$ cat src/pkg/ufsirc_params.svh
// What this block does
// - Port one shadow readable only at index 15H
// - Port one shadow copies last run-time write except bits 5:4, which read 0, and bits 2:1, which clear one cycle later
// - Bit 0 enables transmit and receive FIFOs
// - Bit 1 clears receive FIFO, self-clears
// - Bit 2 clears transmit FIFO, self-clears
// - Bit 3 written steers nothing, only reads back in the shadow
// - Bits 7:6 pick trigger 1/4/8/14 bytes
// - Port two shadow alike at index 16H
// - Selection register reachable at index 18h
// - Bits 7:4 route interrupt to line 1-15
// - Bits 3:0 pick DMA 1-3 or none
// - Unselected interrupt lines stay high-impedance
// - Interrupt needs active, enabled event, base above 100h
// - Selection register resets to 00H
// - Location 14H reserved, reads 00H
// - Location 17H reserved, reads 00H
//
// Purpose: Constants of the serial FIFO shadow and infrared routing bank
// Assumes: Configuration index and data strobes come from the config port
// Notes: Offsets are configuration index values
`ifndef UFSIRC_PARAMS_SVH
`define UFSIRC_PARAMS_SVH

// ==========================================================
// Configuration indexes
`define UFS_IDX_RSVD_A 8'h14
`define UFS_IDX_SH1 8'h15
`define UFS_IDX_SH2 8'h16
`define UFS_IDX_RSVD_B 8'h17
`define UFS_IDX_IRDMA 8'h18

// ==========================================================
// Reset and fixed values
`define UFS_BYTE_ZERO 8'h00
`define UFS_RSVD_VAL 8'h00
`define UFS_IRDMA_RST 8'h00
`define UFS_SHADOW_RST 8'h00

// ==========================================================
// FIFO control field layout
`define UFS_FCR_EN 0
`define UFS_FCR_RXCLR 1
`define UFS_FCR_TXCLR 2
`define UFS_FCR_DMAMODE 3
`define UFS_FCR_TRIG_HI 7
`define UFS_FCR_TRIG_LO 6
`define UFS_FCR_KEEP 8'hcf
`define UFS_TRIG_00 4'h1
`define UFS_TRIG_01 4'h4
`define UFS_TRIG_10 4'h8
`define UFS_TRIG_11 4'he

// ==========================================================
// Infrared selection field layout
`define UFS_IRQ_HI 7
`define UFS_IRQ_LO 4
`define UFS_DMA_HI 3
`define UFS_DMA_LO 0
`define UFS_DMA_NONE 4'hf
`define UFS_IRQ_NONE 4'h0
`define UFS_IR_BASE_MIN 16'h0100

`endif

$ cat src/pkg/ufsirc_pkg.sv
// Purpose: State types of the shadow and routing bank
// Assumes: Constants come from ufsirc_params.svh
// Notes: One packed struct per module
package ufsirc_pkg;

    // ==========================================================
    // Per-port FIFO control shadow state
    typedef struct packed {
        logic [7:0] shadow;
        logic fifo_en;
        logic rx_clr;
        logic tx_clr;
        logic [3:0] trig;
    } ufsirc_shadow_s;

    // ==========================================================
    // Bank state
    typedef struct packed {
        logic [7:0] index;
        logic [7:0] rdata;
        logic claim;
        logic [7:0] ir_sel;
        logic [15:1] irq_out;
        logic [15:1] irq_oe;
        logic [3:1] dma_out;
        logic [3:1] dma_oe;
    } ufsirc_top_s;

endpackage

$ cat src/core/ufsirc_fifo_shadow.sv
// Purpose: One serial port FIFO control shadow and its FIFO controls
// Assumes: fcr_wr is a one-cycle pulse on core_clk
// Notes: Clear outputs are one-cycle pulses
`timescale 1ns/1ns
`include "ufsirc_params.svh"

module ufsirc_fifo_shadow (
    input wire logic core_clk,
    input wire logic rst,
    input wire logic fcr_wr,
    input wire logic [7:0] fcr_wdata,
    output logic [7:0] shadow,
    output logic fifo_en,
    output logic rx_fifo_clr,
    output logic tx_fifo_clr,
    output logic [3:0] rx_trig_bytes
);

    ufsirc_pkg::ufsirc_shadow_s st;
    ufsirc_pkg::ufsirc_shadow_s next_st;

    // ==========================================================
    // Next state
    always_comb
    begin
        next_st = st;
        // Clear bits fall back one cycle after being set
        next_st.shadow[`UFS_FCR_RXCLR] = 1'b0;
        next_st.shadow[`UFS_FCR_TXCLR] = 1'b0;
        next_st.rx_clr = fcr_wr & fcr_wdata[`UFS_FCR_RXCLR];
        next_st.tx_clr = fcr_wr & fcr_wdata[`UFS_FCR_TXCLR];
        if (fcr_wr)
        begin
            // Bit 3 is kept for readback only and steers nothing
            next_st.shadow = fcr_wdata & `UFS_FCR_KEEP;
            next_st.fifo_en = fcr_wdata[`UFS_FCR_EN];
            case (fcr_wdata[`UFS_FCR_TRIG_HI:`UFS_FCR_TRIG_LO])
                2'h0: next_st.trig = `UFS_TRIG_00;
                2'h1: next_st.trig = `UFS_TRIG_01;
                2'h2: next_st.trig = `UFS_TRIG_10;
                default: next_st.trig = `UFS_TRIG_11;
            endcase
        end
    end

    always_ff @(posedge core_clk)
    begin
        if (rst)
        begin
            st.shadow <= `UFS_SHADOW_RST;
            st.fifo_en <= 1'b0;
            st.rx_clr <= 1'b0;
            st.tx_clr <= 1'b0;
            st.trig <= `UFS_TRIG_00;
        end
        else
        begin
            st <= next_st;
        end
    end

    assign shadow = st.shadow;
    assign fifo_en = st.fifo_en;
    assign rx_fifo_clr = st.rx_clr;
    assign tx_fifo_clr = st.tx_clr;
    assign rx_trig_bytes = st.trig;

    // ==========================================================
    // Checks
    property p_rx_clr;
        @(posedge core_clk) disable iff (rst)
        fcr_wr && fcr_wdata[1] |=> rx_fifo_clr && shadow[1]
            ##1 (!shadow[1] || $past(fcr_wr && fcr_wdata[1]));
    endproperty
    a_rx_clr: assert property (p_rx_clr) else $error("rx clear not pulsed");

    property p_tx_clr;
        @(posedge core_clk) disable iff (rst)
        fcr_wr && fcr_wdata[2] |=> tx_fifo_clr && shadow[2]
            ##1 (!shadow[2] || $past(fcr_wr && fcr_wdata[2]));
    endproperty
    a_tx_clr: assert property (p_tx_clr) else $error("tx clear not pulsed");

    property p_enable;
        @(posedge core_clk) disable iff (rst)
        fcr_wr |=> fifo_en == $past(fcr_wdata[0]) && shadow[5:4] == 2'h0;
    endproperty
    a_enable: assert property (p_enable) else $error("fifo enable wrong");

    property p_trig;
        @(posedge core_clk) disable iff (rst)
        fcr_wr && fcr_wdata[7:6] == 2'h3 |=> rx_trig_bytes == 4'he;
    endproperty
    a_trig: assert property (p_trig) else $error("trigger level wrong");

endmodule

$ cat src/core/ufsirc_top.sv
// Purpose: Serial FIFO shadows and infrared interrupt and DMA routing
// Assumes: Config strobes are one-cycle pulses on core_clk
// Notes: Read data appears one cycle after the read strobe
`timescale 1ns/1ns
`include "ufsirc_params.svh"

module ufsirc_top (
    input wire logic core_clk,
    input wire logic rst,
    input wire logic cfg_mode,
    input wire logic cfg_index_wr,
    input wire logic cfg_data_wr,
    input wire logic cfg_data_rd,
    input wire logic [7:0] cfg_wdata,
    output logic [7:0] cfg_rdata,
    output logic cfg_claim,
    input wire logic u1_fcr_wr,
    input wire logic [7:0] u1_fcr_wdata,
    output logic u1_fifo_en,
    output logic u1_rx_fifo_clr,
    output logic u1_tx_fifo_clr,
    output logic [3:0] u1_rx_trig_bytes,
    input wire logic u2_fcr_wr,
    input wire logic [7:0] u2_fcr_wdata,
    output logic u2_fifo_en,
    output logic u2_rx_fifo_clr,
    output logic u2_tx_fifo_clr,
    output logic [3:0] u2_rx_trig_bytes,
    input wire logic fir_event_active,
    input wire logic fir_event_enable,
    input wire logic [15:0] ir_base_addr,
    input wire logic ir_dma_req,
    output logic [15:1] ir_irq_out,
    output logic [15:1] ir_irq_oe,
    output logic [3:1] ir_dma_out,
    output logic [3:1] ir_dma_oe
);

    ufsirc_pkg::ufsirc_top_s st;
    ufsirc_pkg::ufsirc_top_s next_st;
    logic [7:0] sh1;
    logic [7:0] sh2;
    logic [15:1] irq_line_hit;
    logic [3:1] dma_line_hit;
    logic ir_event;

    // ==========================================================
    // Serial port shadows
    ufsirc_fifo_shadow u_shadow1 (
        .core_clk(core_clk),
        .rst(rst),
        .fcr_wr(u1_fcr_wr),
        .fcr_wdata(u1_fcr_wdata),
        .shadow(sh1),
        .fifo_en(u1_fifo_en),
        .rx_fifo_clr(u1_rx_fifo_clr),
        .tx_fifo_clr(u1_tx_fifo_clr),
        .rx_trig_bytes(u1_rx_trig_bytes)
    );

    ufsirc_fifo_shadow u_shadow2 (
        .core_clk(core_clk),
        .rst(rst),
        .fcr_wr(u2_fcr_wr),
        .fcr_wdata(u2_fcr_wdata),
        .shadow(sh2),
        .fifo_en(u2_fifo_en),
        .rx_fifo_clr(u2_rx_fifo_clr),
        .tx_fifo_clr(u2_tx_fifo_clr),
        .rx_trig_bytes(u2_rx_trig_bytes)
    );

    // ==========================================================
    // Line decode per interrupt and DMA line
    genvar g;
    generate
        for (g = 1; g <= 15; g++)
        begin : g_line
            assign irq_line_hit[g] =
                (st.ir_sel[`UFS_IRQ_HI:`UFS_IRQ_LO] == 4'(g));
            if (g <= 3)
            begin : g_dma
                assign dma_line_hit[g] =
                    (st.ir_sel[`UFS_DMA_HI:`UFS_DMA_LO] == 4'(g));
            end
        end
    endgenerate

    // Event only counts with the controller mapped above the legacy range
    assign ir_event = fir_event_active & fir_event_enable
        & (ir_base_addr > `UFS_IR_BASE_MIN);

    // ==========================================================
    // Next state
    always_comb
    begin
        next_st = st;
        next_st.rdata = `UFS_BYTE_ZERO;
        next_st.claim = 1'b0;
        // Index and data are honoured only in configuration state
        if (cfg_mode && cfg_index_wr)
        begin
            next_st.index = cfg_wdata;
        end
        if (cfg_mode && cfg_data_wr && st.index == `UFS_IDX_IRDMA)
        begin
            next_st.ir_sel = cfg_wdata;
        end
        if (cfg_mode && cfg_data_rd)
        begin
            case (st.index)
                `UFS_IDX_RSVD_A:
                begin
                    next_st.rdata = `UFS_RSVD_VAL;
                    next_st.claim = 1'b1;
                end
                `UFS_IDX_SH1:
                begin
                    next_st.rdata = sh1;
                    next_st.claim = 1'b1;
                end
                `UFS_IDX_SH2:
                begin
                    next_st.rdata = sh2;
                    next_st.claim = 1'b1;
                end
                `UFS_IDX_RSVD_B:
                begin
                    next_st.rdata = `UFS_RSVD_VAL;
                    next_st.claim = 1'b1;
                end
                `UFS_IDX_IRDMA:
                begin
                    next_st.rdata = st.ir_sel;
                    next_st.claim = 1'b1;
                end
                default:
                begin
                    next_st.rdata = `UFS_BYTE_ZERO;
                    next_st.claim = 1'b0;
                end
            endcase
        end
        // Only the selected line is driven; no code drives two lines
        next_st.irq_oe = irq_line_hit;
        next_st.irq_out = irq_line_hit & {15{ir_event}};
        // Reserved and none codes match no channel
        next_st.dma_oe = dma_line_hit;
        next_st.dma_out = dma_line_hit & {3{ir_dma_req}};
    end

    always_ff @(posedge core_clk)
    begin
        if (rst)
        begin
            st.index <= `UFS_BYTE_ZERO;
            st.rdata <= `UFS_BYTE_ZERO;
            st.claim <= 1'b0;
            st.ir_sel <= `UFS_IRDMA_RST;
            st.irq_out <= '0;
            st.irq_oe <= '0;
            st.dma_out <= '0;
            st.dma_oe <= '0;
        end
        else
        begin
            st <= next_st;
        end
    end

    assign cfg_rdata = st.rdata;
    assign cfg_claim = st.claim;
    assign ir_irq_out = st.irq_out;
    assign ir_irq_oe = st.irq_oe;
    assign ir_dma_out = st.dma_out;
    assign ir_dma_oe = st.dma_oe;

    // ==========================================================
    // Checks
    property p_idx_gate;
        @(posedge core_clk) disable iff (rst)
        cfg_index_wr && !cfg_mode |=> st.index == $past(st.index);
    endproperty
    a_idx_gate: assert property (p_idx_gate) else $error("index moved");

    property p_rd_outside;
        @(posedge core_clk) disable iff (rst)
        cfg_data_rd && !cfg_mode |=> cfg_rdata == 8'h00 && !cfg_claim;
    endproperty
    a_rd_outside: assert property (p_rd_outside) else $error("read outside cfg");

    property p_rd_sh1;
        @(posedge core_clk) disable iff (rst)
        cfg_mode && cfg_data_rd && st.index == 8'h15
        |=> cfg_rdata == $past(sh1) && cfg_rdata[5:4] == 2'h0;
    endproperty
    a_rd_sh1: assert property (p_rd_sh1) else $error("shadow one wrong");

    property p_sh2_copy;
        @(posedge core_clk) disable iff (rst)
        u2_fcr_wr ##1 (cfg_mode && cfg_data_rd && st.index == 8'h16 && !u2_fcr_wr)
        |=> (cfg_rdata & 8'hc9) == ($past(u2_fcr_wdata, 2) & 8'hc9);
    endproperty
    a_sh2_copy: assert property (p_sh2_copy) else $error("shadow two wrong");

    property p_rsvd;
        @(posedge core_clk) disable iff (rst)
        cfg_mode && cfg_data_rd && (st.index == 8'h14 || st.index == 8'h17)
        |=> cfg_rdata == 8'h00 && cfg_claim;
    endproperty
    a_rsvd: assert property (p_rsvd) else $error("reserved not zero");

    property p_sel_wr;
        @(posedge core_clk) disable iff (rst)
        cfg_data_wr && (cfg_mode && st.index == 8'h18)
        |=> st.ir_sel == $past(cfg_wdata);
    endproperty
    a_sel_wr: assert property (p_sel_wr) else $error("selection not written");

    property p_irq_none;
        @(posedge core_clk) disable iff (rst)
        st.ir_sel[7:4] == 4'h0 |=> ir_irq_oe == 15'h0000 && ir_irq_out == 15'h0000;
    endproperty
    a_irq_none: assert property (p_irq_none) else $error("line driven");

    property p_irq_cause;
        @(posedge core_clk) disable iff (rst)
        ir_irq_out != 15'h0000
        |-> $past(fir_event_active && fir_event_enable && ir_base_addr > 16'h0100)
            && $onehot(ir_irq_oe) && ((ir_irq_out & ~ir_irq_oe) == 15'h0000);
    endproperty
    a_irq_cause: assert property (p_irq_cause) else $error("spurious interrupt");

    property p_dma_none;
        @(posedge core_clk) disable iff (rst)
        st.ir_sel[3:0] == 4'hf || st.ir_sel[3:0] == 4'h0 |=> ir_dma_oe == 3'h0;
    endproperty
    a_dma_none: assert property (p_dma_none) else $error("dma driven");

    property p_reset;
        @(posedge core_clk) rst |=> st.ir_sel == 8'h00 && ir_irq_oe == 15'h0000;
    endproperty
    a_reset: assert property (p_reset) else $error("reset value wrong");

    property p_route;
        @(posedge core_clk) disable iff (rst)
        st.ir_sel[7:4] == 4'h5 |=> ir_irq_oe == 15'h0010;
    endproperty
    a_route: assert property (p_route) else $error("wrong line");

    c_sh1_read: cover property (@(posedge core_clk) disable iff (rst)
        cfg_mode && cfg_data_rd && st.index == 8'h15 ##1 cfg_rdata != 8'h00);
    c_irq_fire: cover property (@(posedge core_clk) disable iff (rst)
        ir_irq_out != 15'h0000);
    c_dma_fire: cover property (@(posedge core_clk) disable iff (rst)
        ir_dma_out != 3'h0);

endmodule

$ cat config.mk
export PLATFORM = sky130hd
export DESIGN_NAME = ufsirc_top
export DESIGN_NICKNAME = d
export VERILOG_FILES = /design/src/pkg/ufsirc_pkg.sv /design/src/core/ufsirc_fifo_shadow.sv /design/src/core/ufsirc_top.sv
export VERILOG_INCLUDE_DIRS = /design/src /design/src/pkg
export SDC_FILE = /design/constraint.sdc
export NUM_CORES = 1
export LEC_CHECK = 0
export ABC_AREA = 1
export BUFFER_PORTS_ARGS = -buffer_cell sky130_fd_sc_hd__buf_2
export CORE_MARGIN = 2
export CORE_UTILIZATION = 36
export DETAILED_ROUTE_END_ITERATION = 10
export SLEW_MARGIN = 20
export SYNTH_ARGS = -nofsm -noshare
export SYNTH_HDL_FRONTEND = slang
export SYNTH_SLANG_ARGS = --single-unit
$ cat constraint.sdc
create_clock -name core_clk -period 3.68 [get_ports core_clk]
set_clock_uncertainty 0.1 [all_clocks]
set_input_delay 0.736 -clock core_clk [delete_from_list [all_inputs] [get_ports core_clk]]
set_output_delay 0.736 -clock core_clk [all_outputs]
set_load 0.05 [all_outputs]
## After elaboration in Yosys (flattened, before gate mapping)

Cells that the tools add are included.
Widths: inputs -> output; s select.

| storage, ports and cells | value |
|---|---|
| register bits after elaboration | 87 |
| latch bits | 0 |
| RAM bits | 0 |
| bits in read-only memories | 0 |
| input port bits | 51 |
| output and inout bits | 59 |
| word-level logic and storage cells | 72 |
| memories kept | 0 |

| operators by class | value |
|---|---|
| add/subtract/negate cells | 0 |
| multiply operators | 0 |
| divide/modulo/power cells | 0 |
| $lt $le $gt $ge | 1 |
| equality and inequality tests | 27 |
| shifts and indexed selects | 0 |
| muxes and demuxes | 3 |
| bitwise operators | 11 |
| reductions and logical operators | 10 |

Operators with widths:

| operator | count |
|---|---|
| $eq 8x5->1 const B | 5 |
| $pmux 9 s4 | 1 |
| $eq 4x4->1 const B | 8 |
| $pmux 4 s3 | 2 |
| $eq 4x2->1 const B | 4 |
| $eq 4x3->1 const B | 4 |
| $gt 16x9->1 const B | 1 |
| $and 15x15->15 | 1 |
| $eq 4x1->1 const B | 2 |
| $reduce_or 2->1 | 4 |
| $and 1x1->1 | 6 |
| $eq 2x1->1 const B | 2 |
| $eq 2x2->1 const B | 2 |
| $logic_and 1x1->1 | 4 |
| $logic_not 2->1 | 2 |
| $and 3x3->3 | 1 |
| $not 1->1 | 3 |

## Longest topological paths before layout

Gate-level depths: netlist (run 1).

| depth | value |
|---|---|
| depth after elaboration | 3 |
| gate-level depth with buffers | 8 |
| gate-level depth less buffers | 7 |

## Cells and area by module

From an unflattened synthesis (run 1), not the netlist that was laid out.

| second synthesis, totals | value |
|---|---|
| cells, all modules | 430 |
| area total of the unflattened synthesis | 3417.0 µm² |

By module, submodules not included:

| module | instances | cells an instance | area each (µm²) | sequential area each (µm²) |
|---|---|---|---|---|
| ufsirc_top | 1 | 332 | 2551.2 | 1221.2 |
| ufsirc_fifo_shadow | 2 | 49 | 432.9 | 240.2 |

## Worst setup path before layout (run 1)

OpenSTA, ideal clock, no wires.

| timing | value |
|---|---|
| path kind | in2reg |
| start point | input ir_base_addr[10] |
| end point | register st (netlist bit ir_irq_out[10]) |
| library setup time | 112 ps |
| data arrival time | 1407 ps |
| data required time | 3468 ps |
| path slack | 2061 ps |
| stages | 7 |
| buffers on the path | 1 |
| cell sequence | nor2_1 nand3b_1 nor2_1 nand2_1 nand3_1 buf_4 nor2_1 |

| on the way | value |
|---|---|
| word-level cells in the longest chain between the ends | 3 |

RTL lines:

| what | line | RTL |
|---|---|---|
| start, declared | ufsirc_top.sv:31 | `input wire logic [15:0] ir_base_addr,` |
| $gt 16x9->1 (no source line) | -- |  |
| $and 1x1->1 | ufsirc_top.sv:90 | `assign ir_event = fir_event_active & fir_event_enable` |
| $and 15x15->15 | ufsirc_top.sv:146 | `next_st.irq_out = irq_line_hit & {15{ir_event}};` |
| end signal, assigned | ufsirc_top.sv:167 | `st <= next_st;` |
| end, declared | ufsirc_top.sv:39 | `ufsirc_pkg::ufsirc_top_s st;` |

No other way between the ends.
A chain may end at the register's enable or synchronous reset.

## Final worst setup path (run 1)

| timing | value |
|---|---|
| start point | input rst |
| end point | register st (netlist bit cfg_rdata[1]) |

| on the way | value |
|---|---|
| word-level cells in the longest chain between the ends | 1 |

RTL lines:

| what | line | RTL |
|---|---|---|
| start, declared | ufsirc_top.sv:9 | `input wire logic rst,` |
| $reduce_or 2->1 (no source line) | -- |  |

No other way between the ends.

==> results of run 1 <==
[per-layer routing]
| metal | wire, um | vias to the layer above |
|---|---|---|
| met2 | 2930 | 72 |
| met3 | 485 | 9 |
| met5 | 0 | - |
| met4 | 92 | 0 |
| li1 | - | 1331 |
| met1 | 2920 | 1080 |
[sequential cells by signal, indices dropped and copies added (netlist names)]
name / cells
cfg_claim: 1
cfg_rdata: 8
ir_dma_oe: 3
ir_dma_out: 3
ir_irq_oe: 15
ir_irq_out: 15
st: 16
u_shadow1.rx_fifo_clr: 1
u_shadow1.rx_trig_bytes: 4
u_shadow1.shadow: 6
u_shadow1.tx_fifo_clr: 1
u_shadow2.rx_fifo_clr: 1
u_shadow2.rx_trig_bytes: 4
u_shadow2.shadow: 6
u_shadow2.tx_fifo_clr: 1
[Yosys cell counts, drive strengths merged]
master	instances	share of area
a21oi	16	0.025
buf	51	0.12
clkbuf	2	0.0023
dfxtp	85	0.52
inv	49	0.057
nand2	63	0.076
nand3	26	0.040
nand3b	2	0.0085
nand4	2	0.0038
nor2	84	0.11
nor3	7	0.011
nor4	2	0.0038
o21ai	15	0.024
or2	2	0.0038
[report_power, final]
group	total (uW)	switching, uW	internal (uW)
combinational	135	92.6	42.8
clock	604	335	268
sequential	950	9.86	940
[cells by family after synthesis]
group,share of synthesized area
buffers and inverters,0.175
AO/OA/AOI/OAI,0.0488
flip-flops,0.523
AND/OR/NAND/NOR,0.253
[per-stage QoR]
step                       util  worst slack (ns)  std cells  hold slack [ns]  power [uW]
after floorplan               -              2.06        406            0.329        1060
after global placement    0.403              1.30        566            0.343        1110
after detailed placement  0.403              1.29        566            0.346        1110
after CTS                 0.424              1.67        582            0.359        1720
after global routing      0.424              1.48        582            0.381        1760
final                     0.424              1.68        582            0.358        1690
[cell type report]
type | count | area share
inverters | 49 | 0.0495
clock inverters | 6 | 0.0125
flip-flops and latches | 85 | 0.458
clock buffers | 10 | 0.0371
well taps | 108 | 0.0364
repair buffers | 105 | 0.142
multi-input cells | 219 | 0.265
[worst max-delay path by stage]
stage                     slack (ns)              to
after floorplan                 2.06  ir_irq_out[10]
after global placement          1.30    cfg_rdata[6]
after detailed placement        1.29    cfg_rdata[1]
after CTS                       1.67    cfg_rdata[1]
after global routing            1.48    cfg_rdata[6]
final                           1.68    cfg_rdata[1]
[critical path: stages]
cell and delay (ns):
buf_2 0.22, inv_1 0.54, nand3_1 0.35, nor2_4 0.22, nand2_1 0.07, inv_1 0.04
==> results.json, run 1 <==
{
  "grt_max_degree": 25,
  "grt-busiest-layer": "met2",
  "first_pass_iters": 4,
  "slew_headroom": 0.550,
  "ys_warn_count": 0,
  "powerDensity_mw_per_mm2": 455,
  "avgSynthCellArea_um2": 8.01,
  "drive_gt1_frac": 0.285,
  "grt_use_total": 0.133,
  "htreeDepth": 3,
  "design.die.area_mm2": 0.00981,
  "r2r_cells": 7,
  "netlist_instances": 406,
  "final_cell_area_mm2": 0.00371,
  "fp.coreArea_mm2": 0.00876,
  "numCtsBuffers": 9,
  "place_area_mm2": 0.00353,
  "first_global_vias": 2359,
  "finalCriticalPeriod_ns": 2.00,
  "gr-usage-met1": 0.152,
  "reg2reg_to": "st[42]",
  "cts_sinks": 85,
  "clk_pin_slew_ns": 0.08,
  "crit_arrival_ns": 2.20,
  "pin_count": 110,
  "clockBufferDepth": 2,
  "cts_tree": "done",
  "ir_drop_v": 0.000220,
  "hold_start": "st[59]",
  "hold_end": "st[59]",
  "required_ns": 3.88,
  "layout.nets": 520,
  "viasPerCell": 4.28,
  "synth_cell_types": 23,
  "gr-total-overflow": 0,
  "dieWidth_um": 99.1,
  "crit_path_start_kind": "primary input",
  "path_max_fanout": 24,
  "hold_path_depth": 2,
  "fmax_mhz": 500,
  "io_buffer_count": 105,
  "mostFrequentLayoutCells": "buf_2 (105), dfxtp_1 (85), nor2_1 (81)",
  "r2r_setup_slack_ns": 2.11,
  "antennaDiodeCount": 0,
  "worstMarginPinSlew_ns": 0.674,
  "final_common_cell": "buf_2",
  "synth_nets": 457,
  "syn_to_final_growth_pct": 14.1,
  "gp_congestion": 0.694,
  "grt_pass1_wl_mm": 10.4,
  "wire_per_inst_um": 11.1,
  "drc": 0,
  "hp-class": "flop to flop",
  "fp-row-count": 34,
  "leakagePower_uw": 0.00195,
  "cts_root_buf": "clkbuf_8",
  "wl_mm": 6.43,
  "critical_path_class": "primary input to flop",
  "cts-hold-fix-buffers": 0,
  "antenna_found_initial": 0,
  "multi_input_area_um2": 982,
  "vias": 2492,
  "finalHoldViolCount": 0,
  "cap_violations": 0,
  "post-route-period-util": 0.544,
  "cts_resized": 0,
  "drtIter0Drc": 94,
  "final-setup-viol-count": 0,
  "grt_use_met2": 0.226,
  "drv_slew": 0,
  "fillCellCount": 893,
  "met3_usage": 0.0518,
  "critPathCaptureType": "flop",
  "status": "finished, final reports clean",
  "die_h_um": 99.1,
  "ys_ff_latch": 85,
  "crit_start": "rst",
  "floorplan.initialDensity": 0.371,
  "post-dp-hpwl_mm": 4.81,
  "cts_setup_buffers": 0,
  "worstReg2RegStart": "st[58]",
  "regArea_mm2": 0.00170,
  "rsz0062_at_grt": "no",
  "syn-cell-area_mm2": 0.00325,
  "clock_latency_ns": 0.35,
  "yosysSeqAreaShare": 0.523,
  "final.setup.tns_ns": 0,
  "antenna_left": 0
}
Note: power is estimated with default switching activity, not from simulation.
==> run 2, diff against run 1 <==
clock period = 1.9 ns   (was 3.68 ns; I/O delays follow)
==> run 2 against run 1 <==
Core utilization up 0.80 points. Critical path depth is 5 lower. Highest routed layer unchanged. Sequential power up 94%. Worst hold slack got worse by 0.22 ns. Design area up 1.9%. Sequential share of layout area shrank 0.85 points. Via count grew 1.4%.
==> results.json, run 2 (synthesis gave the netlist of run 1 again) <==
{
  "status": "finished, final reports clean",
  "cap_violations": 0,
  "crit_arrival_ns": 1.00,
  "final_common_cell": "buf_2",
  "gp_congestion": 0.747,
  "internal_power_uw": 2690,
  "post-route-period-util": 0.779,
  "fmax_mhz": 675,
  "wire_per_inst_um": 11.2,
  "switchingPower_uw": 822,
  "grt_use_total": 0.139,
  "cts_setup_buffers": 0,
  "layout.nets": 524,
  "htreeDepth": 3,
  "cpPeakStageDelay_ns": 0.37,
  "dp_cells": 570,
  "critPathCaptureType": "output port",
  "powerDensity_mw_per_mm2": 928,
  "combPwrFrac": 0.078,
  "vias": 2528,
  "io_buffer_count": 105,
  "grt_max_degree": 21,
  "clk_pin_slew_ns": 0.08,
  "rsz0062_at_grt": "no",
  "design.die.area_mm2": 0.00981,
  "die_h_um": 99.1,
  "required_ns": 1.42,
  "pin_count": 110,
  "worst-path-buf-inv": 1,
  "antenna_left": 0,
  "ir_drop_v": 0.000576,
  "first_pass_iters": 4,
  "final.setup.tns_ns": 0,
  "first_global_vias": 2466,
  "drtIter0Drc": 46,
  "setup_ws_ns": 0.419,
  "final_cell_area_mm2": 0.00378,
  "final_cells": 586,
  "drive_gt1_frac": 0.289,
  "finalHoldViolCount": 0,
  "gr-total-overflow": 0,
  "finalCriticalPeriod_ns": 1.48,
  "viasPerCell": 4.31,
  "post-dp-hpwl_mm": 4.98,
  "floorplan.initialDensity": 0.371,
  "swShare": 0.234,
  "cts-hold-fix-buffers": 0,
  "place_area_mm2": 0.00356,
  "hp-class": "primary input to flop",
  "place_ws_ns": 0.280,
  "crit_path_start_kind": "flop",
  "cp_top_family": "flip-flops",
  "fp.coreArea_mm2": 0.00876,
  "grt_pass1_wl_mm": 10.9,
  "cts_root_buf": "clkbuf_8",
  "cts_sinks": 85,
  "drc": 0,
  "regMostFlops": "st",
  "path_cells": "buf_2",
  "path_max_fanout": 3,
  "slew_headroom": 0.641,
  "antennaDiodeCount": 0,
  "cp_slowest_cell": "dfxtp_1",
  "leakagePower_uw": 0.00200,
  "mostFrequentLayoutCells": "buf_2 (105), dfxtp_1 (85), nor2_1 (81)",
  "seqPwrFrac": 0.524,
  "fp-row-count": 34,
  "antenna_found_initial": 0,
  "syn_to_final_growth_pct": 16.3,
  "cts_tree": "done",
  "critical_path_class": "flop to output port",
  "cts_resized": 0,
  "clockBufferDepth": 2,
  "numCtsBuffers": 9,
  "clock_latency_ns": 0.35,
  "worstMarginPinSlew_ns": 0.535,
  "dieWidth_um": 99.1,
  "power_frac_clock": 0.398,
  "largest_reg_flops": 16,
  "final-setup-viol-count": 0,
  "wl_mm": 6.56,
  "drv_slew": 0
}
-- run 2: cell count changes in the layout (fill, tap and decap cells not counted) --
| cell | previous run | this run |
|---|---|---|
| bufinv_16 | 0 | 2 |
| clkinvlp_4 | 2 | 0 |
| buf_4 | 0 | 4 |
| clkbuf_1 | 0 | 1 |
| inv_6 | 2 | 1 |
-- run 2: layer usage --
metal	up-vias	GRT usage	routed length (um)
li1	1336	-	-
met5	-	0	0
met3	8	0.0496	459
met4	0	0.0506	97
met1	1111	0.162	2910
met2	73	0.236	3090
-- run 2: worst register-to-register path, stage by stage, from the launching register on --
cell,delay (ns)
dfxtp_1,0.32
inv_1,0.07
nand2_1,0.10
nor2_1,0.38
nand3_1,0.12
nand3_1,0.11
nand2_1,0.06
inv_1,0.05
-- run 2: through the flow --
stage | hold slack (ns) | power [uW] | utilization
global route | 0.146 | 3660 | 0.432
finish | 0.140 | 3510 | 0.432
floorplan | 0.329 | 2050 | -
CTS | 0.122 | 3560 | 0.432
detailed placement | 0.348 | 2160 | 0.406
global placement | 0.338 | 2150 | 0.406
-- run 2: power by group through the flow --
stage | clock [uW] | sequential, uW | combinational, uW
6_report | 1400 | 1840 | 272
5_1_grt | 1510 | 1840 | 299
4_1_cts | 1440 | 1840 | 275
3_5_place_dp | 0 | 1880 | 273
3_3_place_gp | 0 | 1880 | 267
2_1_floorplan | 0 | 1940 | 117
-- run 2: area by class of cell --
type	instances	area [um2]
Clock inverter	5	82.6
Clock buffer	11	141
Inverter	49	184
Timing Repair Buffer	109	556
Sequential cell	85	1700
Multi-Input combinational cell	219	982
Tap cell	108	135
Fill cell	917	4980
-- run 2: worst paths after layout --
path	start	end	slack, ns	depth (start not counted)
worst max-delay path	u_shadow1.shadow[0]	u1_fifo_en	0.42	1
worst min-delay path	u2_fcr_wdata[7]	u_shadow2.rx_trig_bytes[0]	0.14	2
worst max register to register	st[56]	cfg_rdata[1]	0.55	7
worst min register to register	st[58]	st[58]	0.36	2
==> run 3, diff against run 2 <==
clock period = 1.3 ns   (was 1.9 ns; I/O delays follow)
==> run 3 against run 2 <==
Via count up 3.6%. Register-to-register slack worse by 0.53 ns. Clock power up 21%. Critical path depth up 8. Wire length up 6.3%. Worst hold slack worse by 0.12 ns. First-iteration DRC count up 120%. Total power up 39%. Combinational power up 81%. Non-clock buffer count up 13. Global-route usage down 0.15 points.
==> results.json, run 3 (synthesis gave the netlist of run 1 again) <==
{
  "status": "finished, final reports clean",
  "swShare": 0.259,
  "first_pass_iters": 4,
  "final_cell_area_mm2": 0.00415,
  "cts_tree": "done",
  "gr-total-overflow": 0,
  "syn_to_final_growth_pct": 27.7,
  "htreeDepth": 3,
  "wire_per_inst_um": 11.6,
  "pin_count": 110,
  "io_buffer_count": 105,
  "drtIter0Drc": 102,
  "drc": 0,
  "grt_pass1_wl_mm": 10.8,
  "numCtsBuffers": 9,
  "final_common_cell": "dfxtp_1",
  "required_ns": 1.49,
  "clk_pin_slew_ns": 0.08,
  "combPwrFrac": 0.101,
  "wl_mm": 6.98,
  "drive_gt1_frac": 0.341,
  "leakagePower_uw": 0.00208,
  "fp.coreArea_mm2": 0.00876,
  "drv_slew": 0,
  "seqPwrFrac": 0.552,
  "slew_headroom": 0.748,
  "antennaDiodeCount": 0,
  "final-setup-viol-count": 0,
  "cts-hold-fix-buffers": 0,
  "clockBufferDepth": 2,
  "final.setup.tns_ns": 0,
  "cap_violations": 0,
  "viasPerCell": 4.36,
  "place_area_mm2": 0.00364,
  "gp_congestion": 0.759,
  "regMostFlops": "st",
  "power_frac_clock": 0.348,
  "worstMarginPinSlew_ns": 0.377,
  "path_max_fanout": 6,
  "ir_drop_v": 0.000967,
  "internal_power_uw": 3620,
  "critPathCaptureType": "flop",
  "floorplan.initialDensity": 0.371,
  "finalCriticalPeriod_ns": 1.28,
  "mostFrequentLayoutCells": "dfxtp_1 (82), nor2_1 (79), nand2_1 (56)",
  "dieWidth_um": 99.1,
  "first_global_vias": 2359,
  "switchingPower_uw": 1270,
  "antenna_found_initial": 0,
  "cts_root_buf": "clkbuf_8",
  "layout.nets": 538,
  "grt_use_total": 0.138,
  "finalHoldViolCount": 0,
  "fillCellCount": 893,
  "finalCoreUtilization": 0.474,
  "cts_sinks": 85,
  "fp-row-count": 34,
  "critical_path_class": "flop to flop",
  "crit_path_start_kind": "flop",
  "rsz0062_at_grt": "yes",
  "crit_arrival_ns": 1.47,
  "finalPower_uw": 4890,
  "largest_reg_flops": 16,
  "post-dp-hpwl_mm": 5.17,
  "post-route-period-util": 0.981,
  "vias": 2618,
  "powerDensity_mw_per_mm2": 1180,
  "hp-class": "primary input to flop",
  "grt_max_degree": 21,
  "die_h_um": 99.1,
  "design.die.area_mm2": 0.00981,
  "clock_latency_ns": 0.35,
  "fmax_mhz": 784,
  "antenna_left": 0
}
run 3: cell count changes in the layout (fill, tap and decap cells not counted), moves of 4 or more:
cell	before	now
buf_2	105	48
buf_4	4	35
clkbuf_4	0	26
buf_6	0	8
nand3_1	26	22
nand3_2	0	4
run 3: power groups by stage:
stage | clock network (uW) | logic (uW) | registers (uW)
finish | 1700 | 492 | 2700
floorplan | 0 | 172 | 2830
detailed placement | 0 | 418 | 2750
CTS | 1770 | 434 | 2690
global route | 1860 | 534 | 2700
global placement | 0 | 412 | 2750
run 3: cell type report:
cell class	count	area, um2	share of cell area
well taps	108	135	0.0325
clock buffers	10	138	0.0331
multi-input cells	220	1050	0.252
clock inverters	6	46.3	0.0111
repair buffers	122	898	0.216
flip-flops and latches	85	1710	0.411
inverters	49	184	0.0443
run 3: path summary, 6_finish.rpt:
path	startpoint	to	slack, ns	cells after the start
worst max-delay path	st[60]	cfg_rdata[7]	0.02	9
worst min-delay path	u2_fcr_wdata[7]	u_shadow2.rx_trig_bytes[0]	0.02	2
worst max register to register	st[60]	cfg_rdata[7]	0.02	9
worst min register to register	st[59]	st[59]	0.36	2
run 3: metrics by stage:
step | hold slack [ns] | cells | worst slack (ns)
3_3_place_gp | 0.338 | 577 | 0.0459
6_report | 0.0183 | 600 | 0.0243
4_1_cts | 0.00349 | 593 | 0.000198
3_5_place_dp | 0.353 | 577 | 0.0160
5_1_grt | 0.0124 | 600 | -0.0637
2_1_floorplan | 0.271 | 406 | 0.112
run 3: repair_timing:
action                     CTS  global route
cloned                       0             4
gates resized for setup     33            50
pin swaps                    0             8
buffers inserted             0             3
setup endpoints to repair   32            50
run 3: per-layer routing:
| metal | wire length [um] | global-route usage | vias to the layer above |
|---|---|---|---|
| met2 | 3420 | 0.240 | 75 |
| met1 | 3020 | 0.157 | 1162 |
| met3 | 464 | 0.0532 | 8 |
| met5 | 0 | 0 | - |
| met4 | 75 | 0.0411 | 0 |
| li1 | - | - | 1373 |
run 3: critical path: stages (launching register included):
cell	delay (ns)
dfxtp_2	0.33
inv_2	0.05
nand2_2	0.06
nor2_4	0.12
buf_12	0.15
buf_12	0.12
nand4_1	0.10
nand3_1	0.09
nand2_1	0.05
inv_1	0.05
